==> config.mk <==
export PLATFORM = sky130hd
export DESIGN_NAME = cgp_pads
export DESIGN_NICKNAME = d
export VERILOG_FILES = /design/src/rtl/cgp_pkg.sv /design/src/rtl/cgp_pads.sv
export SDC_FILE = /design/constraint.sdc
export NUM_CORES = 1
export LEC_CHECK = 0
export BUFFER_PORTS_ARGS = -buffer_cell sky130_fd_sc_hd__buf_2
export CORE_AREA = 4 4 201 203
export DETAILED_ROUTE_END_ITERATION = 12
export DIE_AREA = 0 0 205 207
export GPL_TIMING_DRIVEN = 0
export MAX_ROUTING_LAYER = met4
export PLACE_DENSITY = 0.51
export SYNTH_ARGS = -nofsm -noshare
export SYNTH_HDL_FRONTEND = slang
export SYNTH_SLANG_ARGS = --single-unit
==> constraint.sdc <==
create_clock -name clk_sys -period 1.3 [get_ports clk_sys]
set_input_delay 0.13 -clock clk_sys [delete_from_list [all_inputs] [get_ports clk_sys]]
set_output_delay 0.13 -clock clk_sys [all_outputs]
set_load 0.02 [all_outputs]
==> src/rtl/cgp_pkg.sv <==
// Purpose : Shared constants for the configurable pad block
// Assumes : One system clock, synchronous active-high reset
// Notes   : Pad index 0..9 are primary pads 1..10; 10 and up are extra pads
package cgp_pkg;
  // ==========================================================================
  // Pad counts
  localparam int          CGP_NUM_PRIMARY = 10;     // Always-GPIO pads
  localparam int          CGP_NUM_EXTRA   = 17;     // Interface pads that can be released
  localparam int          CGP_NUM_PADS    = CGP_NUM_PRIMARY + CGP_NUM_EXTRA;
  // ==========================================================================
  // Mode encoding, two bits per pad
  localparam logic [1:0]  CGP_MODE_IN     = 2'h0;   // Digital input
  localparam logic [1:0]  CGP_MODE_OUT    = 2'h1;   // Push-pull output
  localparam logic [1:0]  CGP_MODE_ALT    = 2'h2;   // Internal function drives pad
  // Interrupt trigger select, two bits per pad
  localparam logic [1:0]  CGP_TRIG_RISE   = 2'h0;
  localparam logic [1:0]  CGP_TRIG_FALL   = 2'h1;
  localparam logic [1:0]  CGP_TRIG_HIGH   = 2'h2;
  localparam logic [1:0]  CGP_TRIG_LOW    = 2'h3;
  // ==========================================================================
  // Wake-capable pads: pad numbers 1, 4, 5, 8 -> index 0, 3, 4, 7
  localparam logic [CGP_NUM_PADS-1:0] CGP_WAKE_MASK = 27'h0000099;
  // Reset values
  localparam logic [1:0]  CGP_MODE_RST    = CGP_MODE_IN;
  localparam logic        CGP_BIT_RST     = 1'h0;
  localparam logic        CGP_SYNC_RST    = 1'h0;
  // Cycles after reset before pad events count: two sync stages plus edge history
  localparam int          CGP_ARM_STAGES  = 3;
endpackage : cgp_pkg

==> src/rtl/cgp_pads.sv <==
// Purpose : Configurable general-purpose pad block with interrupt and wake
// Assumes : Pad inputs are asynchronous; control ports are on clk_sys
// Notes   : Output enables are active low (low = module drives the pad)
//
// How it works
// - Each pad selects input, output or alternate mode
// - Input mode reads synchronised pad level
// - Output mode drives and reads back written value
// - Alternate mode hands pad to internal function
// - Primary pads one to ten always GPIO
// - Extra pads keep interface function until released
// - Any input pad can raise interrupt
// - Only pads 1,4,5,8 may wake module
// - Output drives high and low, push-pull
// - Pads one to ten offer I2C alternate
`timescale 1ns/1ps
module cgp_pads
  import cgp_pkg::*;
#(
  parameter int NP = CGP_NUM_PADS,             // Total pad count
  parameter int NPRI = CGP_NUM_PRIMARY         // Primary pad count
) (
  input  wire logic              clk_sys,            // System clock, 125 MHz
  input  wire logic              sys_rst,            // Synchronous reset, active high
  input  wire logic [2*NP-1:0]   mode_sel,           // Two bits of mode per pad
  input  wire logic [NP-1:0]     out_value,          // Software output values
  input  wire logic [NP-1:0]     gpio_release,       // Extra pads: 1 releases interface function
  input  wire logic [NP-1:0]     i2c_select,         // Primary pads: 1 picks I2C as alternate
  input  wire logic [NP-1:0]     alt_out,            // Interface/firmware function output level
  input  wire logic [NP-1:0]     alt_oe_n,           // Interface function drive, low = drive
  input  wire logic [NP-1:0]     i2c_out,            // I2C function output level
  input  wire logic [NP-1:0]     i2c_oe_n,           // I2C function drive, low = drive
  input  wire logic [NP-1:0]     irq_enable,         // Per-pad interrupt enable
  input  wire logic [2*NP-1:0]   irq_trigger,        // Per-pad trigger select
  input  wire logic [NP-1:0]     irq_clear,          // Write-one-to-clear pending
  input  wire logic              sleep_active,       // Module is asleep
  input  wire logic [NP-1:0]     pad_in,             // Pad input level, asynchronous
  output logic      [NP-1:0]     pad_out,            // Pad output level
  output logic      [NP-1:0]     pad_oe_n,           // Pad output enable, low = drive
  output logic      [NP-1:0]     read_value,         // Level read by software
  output logic      [NP-1:0]     alt_in,             // Pad level handed to internal functions
  output logic      [NP-1:0]     irq_pending,        // Sticky pending flags
  output logic                   irq_any,            // Any enabled pending flag
  output logic                   wake_request        // Wake request to power control
);
  // ==========================================================================
  // Input synchronisers: first stage is read only by the second
  logic [NP-1:0] sync_a;        // First stage, metastability catcher
  logic [NP-1:0] sync_b;        // Second stage, safe for logic
  logic [NP-1:0] sync_prev;     // Previous level for edge detection
  logic [NP-1:0] next_sync_a;
  logic [NP-1:0] next_sync_b;
  logic [NP-1:0] next_sync_prev;
  // Reset hold-off for pad events: ones shift in after reset, and only the
  // top bit opens the event path. Until then the emptied chain holds zeros
  // rather than pad levels, so a pad idling high would look like a rise.
  // Trade-off: a real pad change in the first cycles after reset is lost.
  logic [CGP_ARM_STAGES-1:0] armed;
  logic [CGP_ARM_STAGES-1:0] next_armed;

  // Next values of the synchroniser chain
  always_comb begin
    next_sync_a    = pad_in;
    next_sync_b    = sync_a;
    next_sync_prev = sync_b;
    next_armed     = {armed[CGP_ARM_STAGES-2:0], 1'b1};
  end

  // Register the chain
  always_ff @(posedge clk_sys) begin
    if (sys_rst) begin
      sync_a    <= '0;
      sync_b    <= '0;
      sync_prev <= '0;
      armed     <= '0;
    end else begin
      sync_a    <= next_sync_a;
      sync_b    <= next_sync_b;
      sync_prev <= next_sync_prev;
      armed     <= next_armed;
    end
  end

  // ==========================================================================
  // Pad drive and read path
  logic [NP-1:0] next_pad_out;
  logic [NP-1:0] next_pad_oe_n;
  logic [NP-1:0] next_read_value;
  logic [NP-1:0] next_alt_in;
  logic [NP-1:0] is_input;      // Pad currently acts as a GPIO input
  logic [NP-1:0] is_gpio;       // Pad is free for GPIO use

  // Per-pad mode decode; one generate for all pads
  for (genvar p = 0; p < NP; p++) begin : g_pad
    logic [1:0] md;             // This pad's mode
    assign md = mode_sel[2*p +: 2];
    // Primary pads are GPIO by nature; extra pads only when released
    if (p < NPRI) begin : g_pri
      assign is_gpio[p] = 1'b1;
    end else begin : g_ext
      assign is_gpio[p] = gpio_release[p];
    end
    always_comb begin
      next_alt_in[p] = sync_b[p];
      if (!is_gpio[p] || md == CGP_MODE_ALT) begin
        // Internal function owns the pad; I2C only on primary pads
        if (p < NPRI && i2c_select[p] && is_gpio[p]) begin
          next_pad_out[p]  = i2c_out[p];
          next_pad_oe_n[p] = i2c_oe_n[p];
        end else begin
          next_pad_out[p]  = alt_out[p];
          next_pad_oe_n[p] = alt_oe_n[p];
        end
        next_read_value[p] = sync_b[p];
        is_input[p]        = 1'b0;
      end else if (md == CGP_MODE_OUT) begin
        // Push-pull: always driven, both levels
        next_pad_out[p]    = out_value[p];
        next_pad_oe_n[p]   = 1'b0;
        next_read_value[p] = out_value[p];
        is_input[p]        = 1'b0;
      end else begin
        // Input, and the unused fourth code falls back to input for safety
        next_pad_out[p]    = 1'b0;
        next_pad_oe_n[p]   = 1'b1;
        next_read_value[p] = sync_b[p];
        is_input[p]        = 1'b1;
      end
    end
  end

  // Register the pad outputs; reset floats every pad as an input, released or not
  always_ff @(posedge clk_sys) begin
    if (sys_rst) begin
      pad_out    <= '0;
      pad_oe_n   <= '1;
      read_value <= '0;
      alt_in     <= '0;
    end else begin
      pad_out    <= next_pad_out;
      pad_oe_n   <= next_pad_oe_n;
      read_value <= next_read_value;
      alt_in     <= next_alt_in;
    end
  end

  // ==========================================================================
  // Interrupt detection and sticky flags
  logic [NP-1:0] raw_hit;       // Trigger decode before the reset hold-off
  logic [NP-1:0] hit;           // Trigger seen this cycle
  logic [NP-1:0] next_pending;
  logic          next_irq_any;
  logic          next_wake;

  // Trigger decode per pad
  for (genvar q = 0; q < NP; q++) begin : g_irq
    always_comb begin
      case (irq_trigger[2*q +: 2])
        CGP_TRIG_RISE: raw_hit[q] = sync_b[q] & ~sync_prev[q];
        CGP_TRIG_FALL: raw_hit[q] = ~sync_b[q] & sync_prev[q];
        CGP_TRIG_HIGH: raw_hit[q] = sync_b[q];
        default:       raw_hit[q] = ~sync_b[q];
      endcase
    end
  end

  // Events count only once the chain and edge history hold real pad levels
  assign hit = raw_hit & {NP{armed[CGP_ARM_STAGES-1]}};

  // Set wins over clear so a same-cycle event is never lost
  always_comb begin
    next_pending = (irq_pending & ~irq_clear)
                 | (hit & is_input & irq_enable);
    next_irq_any = |(next_pending & irq_enable);
    // Only wake-capable pads are seen while asleep
    next_wake    = sleep_active
                 & (|(next_pending & irq_enable & NP'(CGP_WAKE_MASK)));
  end

  // Register flags and summaries
  always_ff @(posedge clk_sys) begin
    if (sys_rst) begin
      irq_pending  <= '0;
      irq_any      <= CGP_BIT_RST;
      wake_request <= CGP_BIT_RST;
    end else begin
      irq_pending  <= next_pending;
      irq_any      <= next_irq_any;
      wake_request <= next_wake;
    end
  end

  // ==========================================================================
  // Assertions
  output_drive_a: assert property (@(posedge clk_sys) disable iff (sys_rst)
    (mode_sel[2*9 +: 2] == CGP_MODE_OUT) |=> (!pad_oe_n[9] && pad_out[9] == $past(out_value[9])))
    else $error("output pad not driving written value");
  output_read_a: assert property (@(posedge clk_sys) disable iff (sys_rst)
    (mode_sel[1:0] == CGP_MODE_OUT) |=> read_value[0] == $past(out_value[0]))
    else $error("output readback wrong");
  input_read_a: assert property (@(posedge clk_sys) disable iff (sys_rst)
    (mode_sel[1:0] == CGP_MODE_IN) |=> (pad_oe_n[0] && read_value[0] == $past(sync_b[0])))
    else $error("input pad not reading level");
  alt_owns_a: assert property (@(posedge clk_sys) disable iff (sys_rst)
    (mode_sel[2*2 +: 2] == CGP_MODE_ALT && !i2c_select[2]) |=> pad_oe_n[2] == $past(alt_oe_n[2]))
    else $error("alternate function not driving pad");
  extra_default_a: assert property (@(posedge clk_sys) disable iff (sys_rst)
    !gpio_release[NPRI] |=> pad_out[NPRI] == $past(alt_out[NPRI]))
    else $error("extra pad not on interface function");
  i2c_sel_a: assert property (@(posedge clk_sys) disable iff (sys_rst)
    (mode_sel[2*2 +: 2] == CGP_MODE_ALT && i2c_select[2]) |=> pad_oe_n[2] == $past(i2c_oe_n[2]))
    else $error("i2c alternate not routed");
  pend_sticky_a: assert property (@(posedge clk_sys) disable iff (sys_rst)
    (irq_pending[0] && !irq_clear[0]) |=> irq_pending[0])
    else $error("pending flag dropped without clear");
  pend_set_a: assert property (@(posedge clk_sys) disable iff (sys_rst)
    (hit[0] && is_input[0] && irq_enable[0]) |=> irq_pending[0])
    else $error("input event did not set pending");
  wake_only_a: assert property (@(posedge clk_sys) disable iff (sys_rst)
    wake_request |-> $past(sleep_active)
                     && |(($past(irq_pending) | $past(hit)) & $past(irq_enable) & NP'(CGP_WAKE_MASK)))
    else $error("wake from non-wake pad");
  primary_gpio_a: assert property (@(posedge clk_sys) disable iff (sys_rst)
    (mode_sel[2*9 +: 2] == CGP_MODE_IN) |=> pad_oe_n[9])
    else $error("primary pad not free as gpio");
  wake_cov: cover property (@(posedge clk_sys) disable iff (sys_rst) sleep_active ##1 wake_request);
  irq_cov: cover property (@(posedge clk_sys) disable iff (sys_rst) $rose(irq_any));
  clr_cov: cover property (@(posedge clk_sys) disable iff (sys_rst) irq_pending[0] ##1 !irq_pending[0]);
  rel_cov: cover property (@(posedge clk_sys) disable iff (sys_rst) $rose(gpio_release[NPRI+2]));
endmodule : cgp_pads

* Yosys cells after proc, flatten, opt, wreduce, memory -nomap -nowiden
Cells that the tools add are included.
W data, S select, Z words.
** Cells by class
- Reductions and logical operators :: 63
- Multiplexer cells :: 237
- Bitwise logic cells :: 116
- Equality and inequality tests :: 108
** Operators by type and width (count)
- $mux W1 :: 210
- $and A27 B27 Y27 :: 5
- $eq A2 B1 Y1 const B :: 54
- $eq A2 B2 Y1 const B :: 54
- $pmux W1 S3 :: 27
- $and A1 B1 Y1 :: 55
- $logic_not A2 Y1 :: 27
- $not A1 Y1 :: 54
- $not A27 Y27 :: 1
- $or A27 B27 Y27 :: 1
- $reduce_or A27 Y1 :: 1
- $logic_not A1 Y1 :: 17
- $logic_or A1 B1 Y1 :: 17
- $reduce_or A4 Y1 :: 1
** Storage, ports and cells
- Word-level logic and storage cells :: 535
- Input bits :: 381
- Output and inout port bits :: 137
- Flip-flop bits (word level) :: 194

* Longest topological paths before layout
Gate-level depths: netlist of run 1.
- Depth after elaboration :: 10
- Depth in mapped cells :: 8
- Mapped depth without buffers :: 8

* Least setup slack after synthesis of run 1
No wires, ideal clock.
- Path kind :: reg2reg
- From :: reg alt_in[14] (netlist name)
- To :: reg irq_any
- Arrival time :: 1.381 ns
- Required time :: 1.223 ns
- Path buffers :: 0
- Slack :: -0.157 ns
- Setup time :: 0.077 ns
- Cell stages (with the launch flop) :: 7
- Cell sequence :: dfxtp_1 > xnor2_1 > nor2_1 > or4_1 > nand4_1 > nor3b_1 > a41oi_2
** RTL lines
- end signal, assigned :: line cgp_pads.sv:188 : irq_any <= next_irq_any;
- end, declared :: line cgp_pads.sv:43 : output logic irq_any,

* Final worst setup path of run 1
- From :: reg armed[2]
- To :: reg irq_any
** Between the ends
- Cells in the longest elaborated chain, start to end :: 6
** Ends and longest elaborated chain
- start, declared :: line cgp_pads.sv:58 : logic [CGP_ARM_STAGES-1:0] armed;
- start signal, assigned :: line cgp_pads.sv:80 : armed <= next_armed;
- $and A27 B27 Y27 :: line cgp_pads.sv:168 : assign hit = raw_hit & {NP{armed[CGP_ARM_STAGES-1]}};
- $and A27 B27 Y27 (2 in a row) :: line cgp_pads.sv:173 : | (hit & is_input & irq_enable);
- $or A27 B27 Y27 :: line cgp_pads.sv:173
- $and A27 B27 Y27
- $reduce_or A27 Y1 :: line cgp_pads.sv:174 : next_irq_any = |(next_pending & irq_enable);
No other way between the ends.
A chain may end at the register's enable or synchronous reset.

==> metrics.md, run 1 <==
| Metric | Value |
|---|---|
| Outcome | `finished, violations left` |
| Failing checks | `negative hold slack, negative setup slack` |
| Final GP Congestion | `about 0.85` |
| Filler cell count | `between 4000 and 5000` |
| Total wire length | `slightly below 40000 µm` |
| Average footprint of a synthesized cell | `between 9 and 10 µm²` |
| Slowest stage delay, CP | `about 0.52 ns` |
| Most common cell after layout, fill and taps aside | `sky130_fd_sc_hd__buf_2` |
| Top Ports | `just over 500` |
| Register bit count reported by yosys | `~190` |
| Kind of end point of the critical path | `flop` |
| CTS H-tree lvls | `4` |
| Slowest cell on the critical path | `sky130_fd_sc_hd__or4_4` |
| Clock network latency to the later pin of the worst-skew pair | `about 0.46 ns` |
| Most used flip-flop cell after synthesis | `sky130_fd_sc_hd__dfxtp_1` |
| Async set-or-reset flop fraction in the synthesized netlist | `0%` |
| Die Outline Area | `around 0.042 mm²` |
| Count of nets left with antenna violations after detail routing | `0` |
| Post-route clock period utilization | `132.9%` |
| Count of flip-flops with a built-in enable after synthesis | `0` |
| Tightest Hold Check Type | `in2reg` |
| Final worst-path setup slack | `-0.4278 ns` |
| Wire length per cell | `roughly 19 µm` |
| Slew headroom | `42.13%` |
| Largest net degree at the start of global routing | `17` |
| Total negative slack for setup checks | `-2.573 ns` |
| Die height | `around 210 µm` |
| Mux contribution to synthesized area | `between 2 and 3%` |
| Post-synthesis cell count | `a little under 900` |
| DR vias | `a little under 9000` |
| Xor-xnor portion of the synthesized cell area | `6.197%` |
| Aggregate global routing overflow | `0` |
| Cell seen most often among critical-path stages | `sky130_fd_sc_hd__nand3_1` |
| Category of the most critical setup path | `reg2reg` |
| Combinational family with the most area after synthesis | `simple AND/OR/NAND/NOR gates` |
| Layout Cell Area excl Fill | `about 0.014 mm²` |
| Rows | `72` |
| Clock tree from TritonCTS | `yes` |
| Max Cap Viol | `0` |
| Bufs and invs on worst path | `2` |
| Delay-heaviest family, CP | `simple AND/OR/NAND/NOR gates` |
| Required arrival time at the worst endpoint | `between 1.5 and 2 ns` |
| Num CTS Buffers | `17` |
| Post-synthesis cell type count | `45` |
| Wire length of the first global-routing pass | `approximately 56000 µm` |
| Multi-input logic area | `approximately 0.0043 mm²` |
| Unrepaired setup endpoints after global routing | `yes` |
| Power per Cell Area | `just over 1000 mW/mm²` |
| Clock edge transition at the registers on the reported setup and hold paths | `about 0.08 ns` |
| Sinks on Clock Net | `194` |
| Post-synthesis compound-gate area fraction | `approximately a tenth` |
| Average vias per placed instance | `4.203` |
| Antenna violations before repair | `7` |
| Initial DRC count | `roughly 340` |
| Post-Syn Area | `slightly above 0.008 mm²` |
| Ordered list of cells on the worst path | `buf_4, buf_8, nand3_1, or4_4, nand3_1, nor3b_2, a41oi_2` |
| Placement Cell Area | `0.01101 mm²` |
| Leakage Power | `6.218 nW` |
| Crit-path max FO | `5` |
| Achievable Freq | `approximately 580 MHz` |
| Buffers from clock root to sink, at most | `2` |
| Setup crit start kind | `flop` |
| Number of global-route vias before repair | `9349` |
| VDD IR-drop max | `between 0.8 and 0.9 mV` |
| Leading cell types in the layout, fill and taps excluded | `454 x sky130_fd_sc_hd__buf_2, 184 x sky130_fd_sc_hd__dfxtp_1, 170 x sky130_fd_sc_hd__dlygate4sd3_1` |
| Worst-Margin Slew | `around 0.87 ns` |
| NumNets Final | `1938` |
| Synthesized-area fraction occupied by and/or/nand/nor cells | `27.13%` |
| Total track usage | `about 18%` |
| Number of input and output port buffers inserted | `roughly 460` |
| Max-slew violation count | `0` |
| Critical Path AT | `2.11 ns` |
| FF/Latch Area | `a little under 0.004 mm²` |
| Setup clock skew after layout | `roughly 0.016 ns` |
| Syn nets | `between 1000 and 1500` |
| Effective utilization at floorplan | `20.94%` |
| Worst hold-check slack | `-0.005625 ns` |
| Hold Fails Final Rpt | `1` |
| Synthesis-to-layout area growth | `72.76%` |
| Area of the core | `a little under 0.04 mm²` |
| Post-route DRC | `0` |
| DRT Pass-1 Iters | `5` |
| Hpwl dp | `just under 30000 µm` |
| Area share of fa/ha/maj cells after synthesis | `under 10%` |
| Ratio of cells with drive above 1 in the final layout | `between 30% and 40%` |
| Tmin final | `approximately 1.7 ns` |
| Total number of yosys warnings | `0` |
| Number of endpoints failing setup at the final stage | `18` |
| Buffer type at the clock tree root | `sky130_fd_sc_hd__clkbuf_16` |
| Proportion of synthesized chip area in sequential cells | `48.21%` |
| Horizontal die dimension | `slightly above 200 µm` |
## cells in the mapped netlist, types with 2 or more instances
library cell / instances / area, µm²
sky130_fd_sc_hd__dfxtp_1: 194 / 3884
sky130_fd_sc_hd__buf_6: 2 / 22.52
sky130_fd_sc_hd__clkbuf_1: 18 / 67.56
sky130_fd_sc_hd__and2_1: 2 / 12.51
sky130_fd_sc_hd__nand2b_1: 64 / 400.4
sky130_fd_sc_hd__nand3_1: 42 / 210.2
sky130_fd_sc_hd__o2111ai_1: 4 / 35.03
sky130_fd_sc_hd__inv_1: 37 / 138.9
sky130_fd_sc_hd__nand4_1: 8 / 50.05
sky130_fd_sc_hd__and3_1: 2 / 12.51
sky130_fd_sc_hd__nand3b_1: 24 / 180.2
sky130_fd_sc_hd__or4_1: 3 / 22.52
sky130_fd_sc_hd__a21o_1: 17 / 127.6
sky130_fd_sc_hd__o21ai_0: 20 / 100.1
sky130_fd_sc_hd__mux2i_1: 10 / 100.1
sky130_fd_sc_hd__nor4b_1: 9 / 78.83
sky130_fd_sc_hd__a21oi_1: 79 / 395.4
sky130_fd_sc_hd__mux2_2: 10 / 112.6
sky130_fd_sc_hd__and2b_2: 3 / 26.28
sky130_fd_sc_hd__xnor2_1: 48 / 420.4
sky130_fd_sc_hd__ha_1: 20 / 250.2
sky130_fd_sc_hd__nor2_1: 18 / 67.56
sky130_fd_sc_hd__o32ai_1: 2 / 17.52
sky130_fd_sc_hd__or4b_4: 2 / 27.53
sky130_fd_sc_hd__nor2b_1: 97 / 606.8
sky130_fd_sc_hd__xor2_1: 9 / 78.83
sky130_fd_sc_hd__nand2_1: 116 / 435.4
## sequential cells by signal, summed over array words and instances, names as in the netlist
register	flops
alt_in	27
armed	3
pad_oe_n	27
next_alt_in	27
wake_request	1
irq_pending	27
read_value	27
pad_out	27
next_sync_b	27
irq_any	1
## power breakdown
part           total [mW]  internal, mW  switching [mW]
Sequential           6.28          6.18           0.107
Clock                5.23          2.71            2.52
Combinational        2.48          1.25            1.23
## kinds of logic (layout without fill, tap and decap cells)
logic type,Yosys count,after routing
AOI/OAI and AO/OA,130,130
DFF,194,194
buffers and inverters,61,733
other,0,7
and+or+nand+nor,396,396
adders and majority gates,20,20
xor gates and xnor gates,57,57
muxes,20,20
## worst reg2reg max path: stages (launching register included)
cell and delay (ns):
sky130_fd_sc_hd__dfxtp_4 0.43, sky130_fd_sc_hd__buf_4 0.16, sky130_fd_sc_hd__buf_8 0.12, sky130_fd_sc_hd__nand3_1 0.09, sky130_fd_sc_hd__or4_4 0.52, sky130_fd_sc_hd__nand3_1 0.14, sky130_fd_sc_hd__nor3b_2 0.07, sky130_fd_sc_hd__a41oi_2 0.15
## layout make-up
cell class              instances  area share [%]
inverters                      37          0.9978
repair buffers                642           30.14
diodes                          7          0.1259
clock buffers                  21           3.236
plain buffers                  22          0.9259
clock inverters                11          0.7461
well taps                     518           4.657
flip-flops and latches        194           28.10
multi-input cells             623           31.07
## worst paths after layout
check | start | endpoint | slack (ns) | cells after the start
max | armed[2] | irq_any | -0.43 | 7
max reg2reg | armed[2] | irq_any | -0.43 | 7
min | irq_trigger[19] | irq_pending[9] | -0.006 | 3
min reg2reg | next_sync_b[7] | next_alt_in[7] | 0.44 | 1
## timing repair
action	4_1_cts	5_1_grt
pin swaps	12	18
buffers inserted	14	7
gates cloned	1	0
resized for setup	80	45
hold endpoints to repair	131	2
hold buffers	176	2
endpoints found under the setup margin	93	36
## through the flow
stage | total power [mW] | cells | setup slack (ns) | utilization (%)
4_1_cts | 14.14 | 2074 | -0.6182 | 35.73
6_report | 14.00 | 2075 | -0.4278 | 36.18
3_5_place_dp | 8.360 | 1851 | -1.062 | 28.62
3_3_place_gp | 8.343 | 1851 | -1.050 | 28.62
5_1_grt | 14.63 | 2075 | -0.5804 | 36.18
2_1_floorplan | 7.309 | 878 | -0.06622 | -
## per-layer routing
metal	part of all wire, %	GRT usage, %	vias up
met5	0	-	-
met4	2.2	5.498	0
met3	6.0	4.223	47
met2	50	30.93	320
met1	41	20.95	4104
li1	-	-	4250
No activity file was read; power rests on OpenSTA's default activity.
==> inputs of run 2 (changes only) <==
- RECOVER_POWER: default -> 25
- SKIP_CTS_REPAIR_TIMING: default -> 1
- SLEW_MARGIN: default -> 40
==> run 2 against run 1 <==
  * The run still ends with negative hold slack, negative setup slack left
  * Global-route usage down 1.4 points
  * Via count down 2.8%
  * Final cell count down 2.4%
  * Sequential cell count unchanged
  * Clock power up 5.7%
  * First-iteration DRC count down 7.6%
  * Sequential share of layout area up 1.1 points
  * Critical path type unchanged
  * Critical endpoint unchanged
  * Highest routed layer unchanged
==> metrics.md, run 2 (same netlist as run 1, synthesis figures left out) <==
| Metric | Value |
|---|---|
| Cell depth of the worst hold path | `3` |
| Ratio of cells with drive above 1 in the final layout | `between 30% and 40%` |
| Sinks on Clock Net | `194` |
| Total track usage | `16.68%` |
| CTS H-tree lvls | `4` |
| Clock edge transition at the registers on the reported setup and hold paths | `0.08 ns` |
| Required arrival time at the worst endpoint | `between 1.5 and 2 ns` |
| Power per Cell Area | `1057 mW/mm²` |
| Total negative slack for setup checks | `-1.907 ns` |
| Horizontal die dimension | `205 µm` |
| Crit-path max FO | `8` |
| Outcome | `finished, violations left` |
| Synthesis-to-layout area growth | `66.13%` |
| Worst hold-check slack | `-0.01854 ns` |
| Post-route clock period utilization | `136.4%` |
| Die Outline Area | `0.04244 mm²` |
| M1 WL | `about 16000 µm` |
| Ordered list of cells on the worst path | `buf_12, buf_12, nand3_2, nor2_2, o21ai_2, nand4_1, a221oi_4, a41oi_2` |
| Max Cap Viol | `0` |
| Slew headroom | `between 50% and 60%` |
| Slowest cell on the critical path | `sky130_fd_sc_hd__a221oi_4` |
| Clock network latency to the later pin of the worst-skew pair | `0.45 ns` |
| Critical Path AT | `roughly 2.1 ns` |
| Hold Fails Final Rpt | `4` |
| DRT Pass-1 Iters | `4` |
| Met2 layer wire length in the routed design | `about 19000 µm` |
| Worst hold start | `gpio_release[26]` |
| NumNets Final | `1891` |
| Clock tree from TritonCTS | `yes` |
| Top Ports | `approximately 520` |
| Die height | `approximately 210 µm` |
| Num CTS Buffers | `17` |
| Hpwl dp | `29520 µm` |
| Count of nets left with antenna violations after detail routing | `0` |
| Number of endpoints failing setup at the final stage | `17` |
| Kind of end point of the critical path | `flop` |
| Setup crit start kind | `flop` |
| Achievable Freq | `~560 MHz` |
| Endpoint of the most critical register-to-register path | `irq_any` |
| Tmin final | `around 1.8 ns` |
| Number of global-route vias before repair | `8172` |
| Buffer type at the clock tree root | `sky130_fd_sc_hd__clkbuf_16` |
| Aggregate global routing overflow | `0` |
| Placement Cell Area | `0.01102 mm²` |
| Tightest Hold Check Type | `in2reg` |
| Unrepaired setup endpoints after global routing | `yes` |
| Worst setup slack for register-to-register paths | `-0.47 ns` |
| Worst-Margin Slew | `between 0.6 and 0.7 ns` |
| Buffers from clock root to sink, at most | `2` |
| Final worst-path setup slack | `-0.4727 ns` |
| Most common cell after layout, fill and taps aside | `sky130_fd_sc_hd__buf_2` |
| Leading cell types in the layout, fill and taps excluded | `455 x sky130_fd_sc_hd__buf_2, 183 x sky130_fd_sc_hd__dfxtp_1, 125 x sky130_fd_sc_hd__dlygate4sd3_1` |
| Rows | `72` |
| Leakage Power | `about 6 nW` |
| Antenna violations before repair | `3` |
| VDD IR-drop max | `just under 0.9 mV` |
| Area of the core | `0.03847 mm²` |
| Cell seen most often among critical-path stages | `sky130_fd_sc_hd__buf_12` |
| Largest net degree at the start of global routing | `17` |
| Layout Cell Area excl Fill | `between 0.01 and 0.015 mm²` |
| Pwr Total | `14.14 mW` |
| Category of the most critical setup path | `reg2reg` |
| DR vias | `8473` |
| Wire length per cell | `around 19 µm` |
| Initial DRC count | `318` |
| Average vias per placed instance | `about 4.2` |
| Effective utilization at floorplan | `between 20% and 30%` |
| Number of input and output port buffers inserted | `around 460` |
| Bufs and invs on worst path | `2` |
| Failing checks | `negative hold slack, negative setup slack` |
| Final GP Congestion | `0.8548` |
| Slowest stage delay, CP | `0.36 ns` |
| Setup clock skew after layout | `0.01215 ns` |
| Post-route DRC | `0` |
| Top metal layer carrying routed signals | `met4` |
| Max-slew violation count | `0` |
| Delay-heaviest family, CP | `compound AO/OA/AOI/OAI gates` |
| Total wire length | `approximately 37000 µm` |
| Depth of the worst register-to-register path | `8` |
| Critical R2R Launch | `armed[2]` |
| Wire length of the first global-routing pass | `50750 µm` |
| Detail Route met3 WL | `~2500 µm` |
| Endpoint with the worst hold slack | `read_value[26]` |
[run 2: worst max path at each step]
stage                         from       to  slack (ns)  cells after the start
after floorplan           armed[2]  irq_any       -0.07                      6
after global placement    armed[2]  irq_any       -1.05                      8
after detailed placement  armed[2]  irq_any       -1.07                      8
after CTS                 armed[2]  irq_any       -1.07                      8
after global routing      armed[2]  irq_any       -0.66                      8
final                     armed[2]  irq_any       -0.47                      8
[run 2: tightest hold or removal path: stages]
cell and delay [ns]:
sky130_fd_sc_hd__buf_2 0.12, sky130_fd_sc_hd__nand3_1 0.08, sky130_fd_sc_hd__a21oi_1 0.06
[run 2: area by class of cell]
class | instances | area (µm²)
Clock buffer | 23 | 478.0
Antenna cell | 4 | 10.01
Inverter | 37 | 138.9
Timing Repair Buffer | 593 | 3667
Clock inverter | 9 | 121.4
Tap cell | 518 | 648.1
Multi-Input combinational cell | 623 | 4253
Sequential cell | 194 | 3910
Fill cell | 4076 | 25080
Buffer | 24 | 157.7
[run 2: metrics by stage]
stage               setup slack, ns  utilization, %  std cells  hold slack, ns
finish                      -0.4727           34.79       2025        -0.01854
global route                -0.6629           34.79       2024       -0.006478
CTS                          -1.067           30.21       1883         -0.1506
detailed placement           -1.066           28.65       1851          0.3461
global placement             -1.050           28.62       1851          0.3426
floorplan                  -0.06622               -        878          0.2582
[run 2: metal layers]
layer / GRT usage [%] / up-vias
li1: - / 4149
met1: 19.71 / 3985
met2: 27.87 / 306
met3: 4.129 / 33
met4: 5.313 / 0
met5: - / -
[run 2: power breakdown]
group	switching (mW)	internal [mW]
Clock	2.50	3.03
Sequential	0.104	6.18
Combinational	1.18	1.15
Total	3.78	10.4
==> inputs of run 3 (changes only) <==
- GPL_TIMING_DRIVEN: 0 -> 1
==> run 3 against run 2 <==
  * The run still ends with negative hold slack, negative setup slack left
  * Count of clock-buffer cells in the layout shrank 3
  * First-iteration DRC count rose by 6.9%
  * Sequential share of layout area decreased by 1.5 points
  * Global-route usage decreased by 1.3 points
  * Sequential power about the same
  * Combinational power is 5% higher
  * Die area stayed put
  * Clock power shrank 4.3%
  * Non-clock buffer count grew 114
  * Via count increased by 2.2%
==> metrics.md, run 3 (same netlist as run 1, synthesis figures left out) <==
| Metric | Value |
|---|---|
| Rows | `between 70 and 80` |
| Ordered list of cells on the worst path | `buf_12, buf_6, nand4_1, or4b_4, nand4_1, nor2_2, a41oi_2` |
| Leakage Power | `~6.6 nW` |
| Clock tree from TritonCTS | `yes` |
| Failing checks | `negative hold slack, negative setup slack` |
| Critical Path AT | `2.06 ns` |
| Kind of end point of the critical path | `flop` |
| Ratio of cells with drive above 1 in the final layout | `between 40% and 50%` |
| Post-route clock period utilization | `128.8%` |
| Slowest cell on the critical path | `sky130_fd_sc_hd__or4b_4` |
| Max-slew violation count | `0` |
| Horizontal die dimension | `roughly 200 µm` |
| Count of nets left with antenna violations after detail routing | `0` |
| Largest net degree at the start of global routing | `54` |
| Sinks on Clock Net | `between 150 and 200` |
| Slowest stage delay, CP | `0.57 ns` |
| Total wire length | `34660 µm` |
| Setup crit start kind | `flop` |
| Achievable Freq | `roughly 600 MHz` |
| CTS H-tree lvls | `4` |
| Number of input and output port buffers inserted | `456` |
| Max Cap Viol | `0` |
| Wire length of the first global-routing pass | `~48000 µm` |
| Unrepaired setup endpoints after global routing | `yes` |
| Power per Cell Area | `992.8 mW/mm²` |
| Category of the most critical setup path | `reg2reg` |
| Wire length per cell | `between 15 and 20 µm` |
| Buffer type at the clock tree root | `sky130_fd_sc_hd__clkbuf_16` |
| Number of global-route vias before repair | `about 8400` |
| Area of the core | `between 0.03 and 0.04 mm²` |
| Hold Fails Final Rpt | `2` |
| Total track usage | `about 15%` |
| Num CTS Buffers | `17` |
| Final GP Congestion | `between 0.8 and 0.9` |
| Pwr Total | `14.00 mW` |
| DRT Pass-1 Iters | `5` |
| Top Ports | `~520` |
| VDD IR-drop max | `around 0.95 mV` |
| Antenna violations before repair | `5` |
| Filler cell count | `around 4000` |
| Most common cell after layout, fill and taps aside | `sky130_fd_sc_hd__buf_2` |
| Tightest Hold Check Type | `in2reg` |
| Crit-path max FO | `10` |
| Worst setup slack for register-to-register paths | `-0.37 ns` |
| Post-route DRC | `0` |
| Die height | `207 µm` |
| Initial DRC count | `340` |
| Cell seen most often among critical-path stages | `sky130_fd_sc_hd__nand4_1` |
| Average vias per placed instance | `between 4 and 5` |
| Aggregate global routing overflow | `0` |
| Outcome | `finished, violations left` |
| Worst hold-check slack | `-0.005656 ns` |
| Number of endpoints failing setup at the final stage | `24` |
| Dpl ws | `-0.6504 ns` |
| Required arrival time at the worst endpoint | `~1.7 ns` |
| Clock edge transition at the registers on the reported setup and hold paths | `0.07 ns` |
| Hpwl dp | `between 20000 and 30000 µm` |
| Effective utilization at floorplan | `between 20% and 30%` |
| Clock network latency to the later pin of the worst-skew pair | `around 0.46 ns` |
| DR vias | `8662` |
| Tmin final | `between 1.5 and 2 ns` |
| FF/Latch Area | `~0.0039 mm²` |
| Synthesis-to-layout area growth | `75.09%` |
| Setup clock skew after layout | `0.009825 ns` |
| Die Outline Area | `around 0.042 mm²` |
| Slew headroom | `~36%` |
| Multi-input logic area | `about 0.004 mm²` |
| Worst-Margin Slew | `0.9599 ns` |
| Final worst-path setup slack | `-0.3739 ns` |
| Buffers from clock root to sink, at most | `2` |
| Leading cell types in the layout, fill and taps excluded | `455 x sky130_fd_sc_hd__buf_2, 182 x sky130_fd_sc_hd__dfxtp_1, 142 x sky130_fd_sc_hd__dlygate4sd3_1` |
| NumNets Final | `2005` |
[run 3: changes by cell type in the layout (fill, tap and decap cells not counted), sizes merged]
cell and delta:
clkinvlp -1, dlygate4sd3 +17, clkbuf -19, diode +1, buf +113, clkinv +4
[run 3: cell type report]
type,instances,area share (%)
inverter,37,0.9846
tap,518,4.595
timing repair buffer,731,33.60
sequential,194,27.75
clock buffer,20,3.096
multi-input combinational,623,28.96
antenna,5,0.08870
clock inverter,12,0.9313
[run 3: path summary, 6_finish.rpt]
| kind | endpoint | start | cells past startpoint |
|---|---|---|---|
| setup / recovery | irq_any | armed[2] | 7 |
| hold / removal | pad_oe_n[6] | alt_oe_n[6] | 5 |
| setup reg to reg | irq_any | armed[2] | 7 |
| hold reg to reg | next_alt_in[19] | next_sync_b[19] | 1 |
[run 3: worst max-delay path, delay by kind of cell (launching register included)]
family	cells	cell delay (ns)
AND/OR/NAND/NOR	4	0.85
buffers and inverters	2	0.25
AO/OA/AOI/OAI	1	0.11
flip-flops	1	0.38
[run 3: per-stage QoR]
step	instance area [µm²]	instances	utilization (%)	TNS, ns
floorplan	8085	878	-	-0.06622
global placement	11940	1962	31.05	-2.141
detailed placement	11940	1962	31.05	-2.874
CTS	12510	1994	32.53	-3.380
global route	14110	2140	36.67	-7.066
finish	14110	2140	36.67	-4.468
[run 3: power by group]
| group | switching [mW] | leakage (nW) | internal, mW |
|---|---|---|---|
| clock | 2.45 | 0.279 | 2.84 |
| sequential | 0.0908 | 1.60 | 6.18 |
| combinational | 1.13 | 4.75 | 1.31 |
| total | 3.67 | 6.63 | 10.3 |
[run 3: layer usage]
layer | vias up | wire, µm | GRT usage, %
li1 | 4385 | - | -
met5 | - | 0 | -
met2 | 282 | 17500 | 25.86
met4 | 0 | 624 | 4.736
met3 | 38 | 2379 | 4.895
met1 | 3957 | 14150 | 17.50
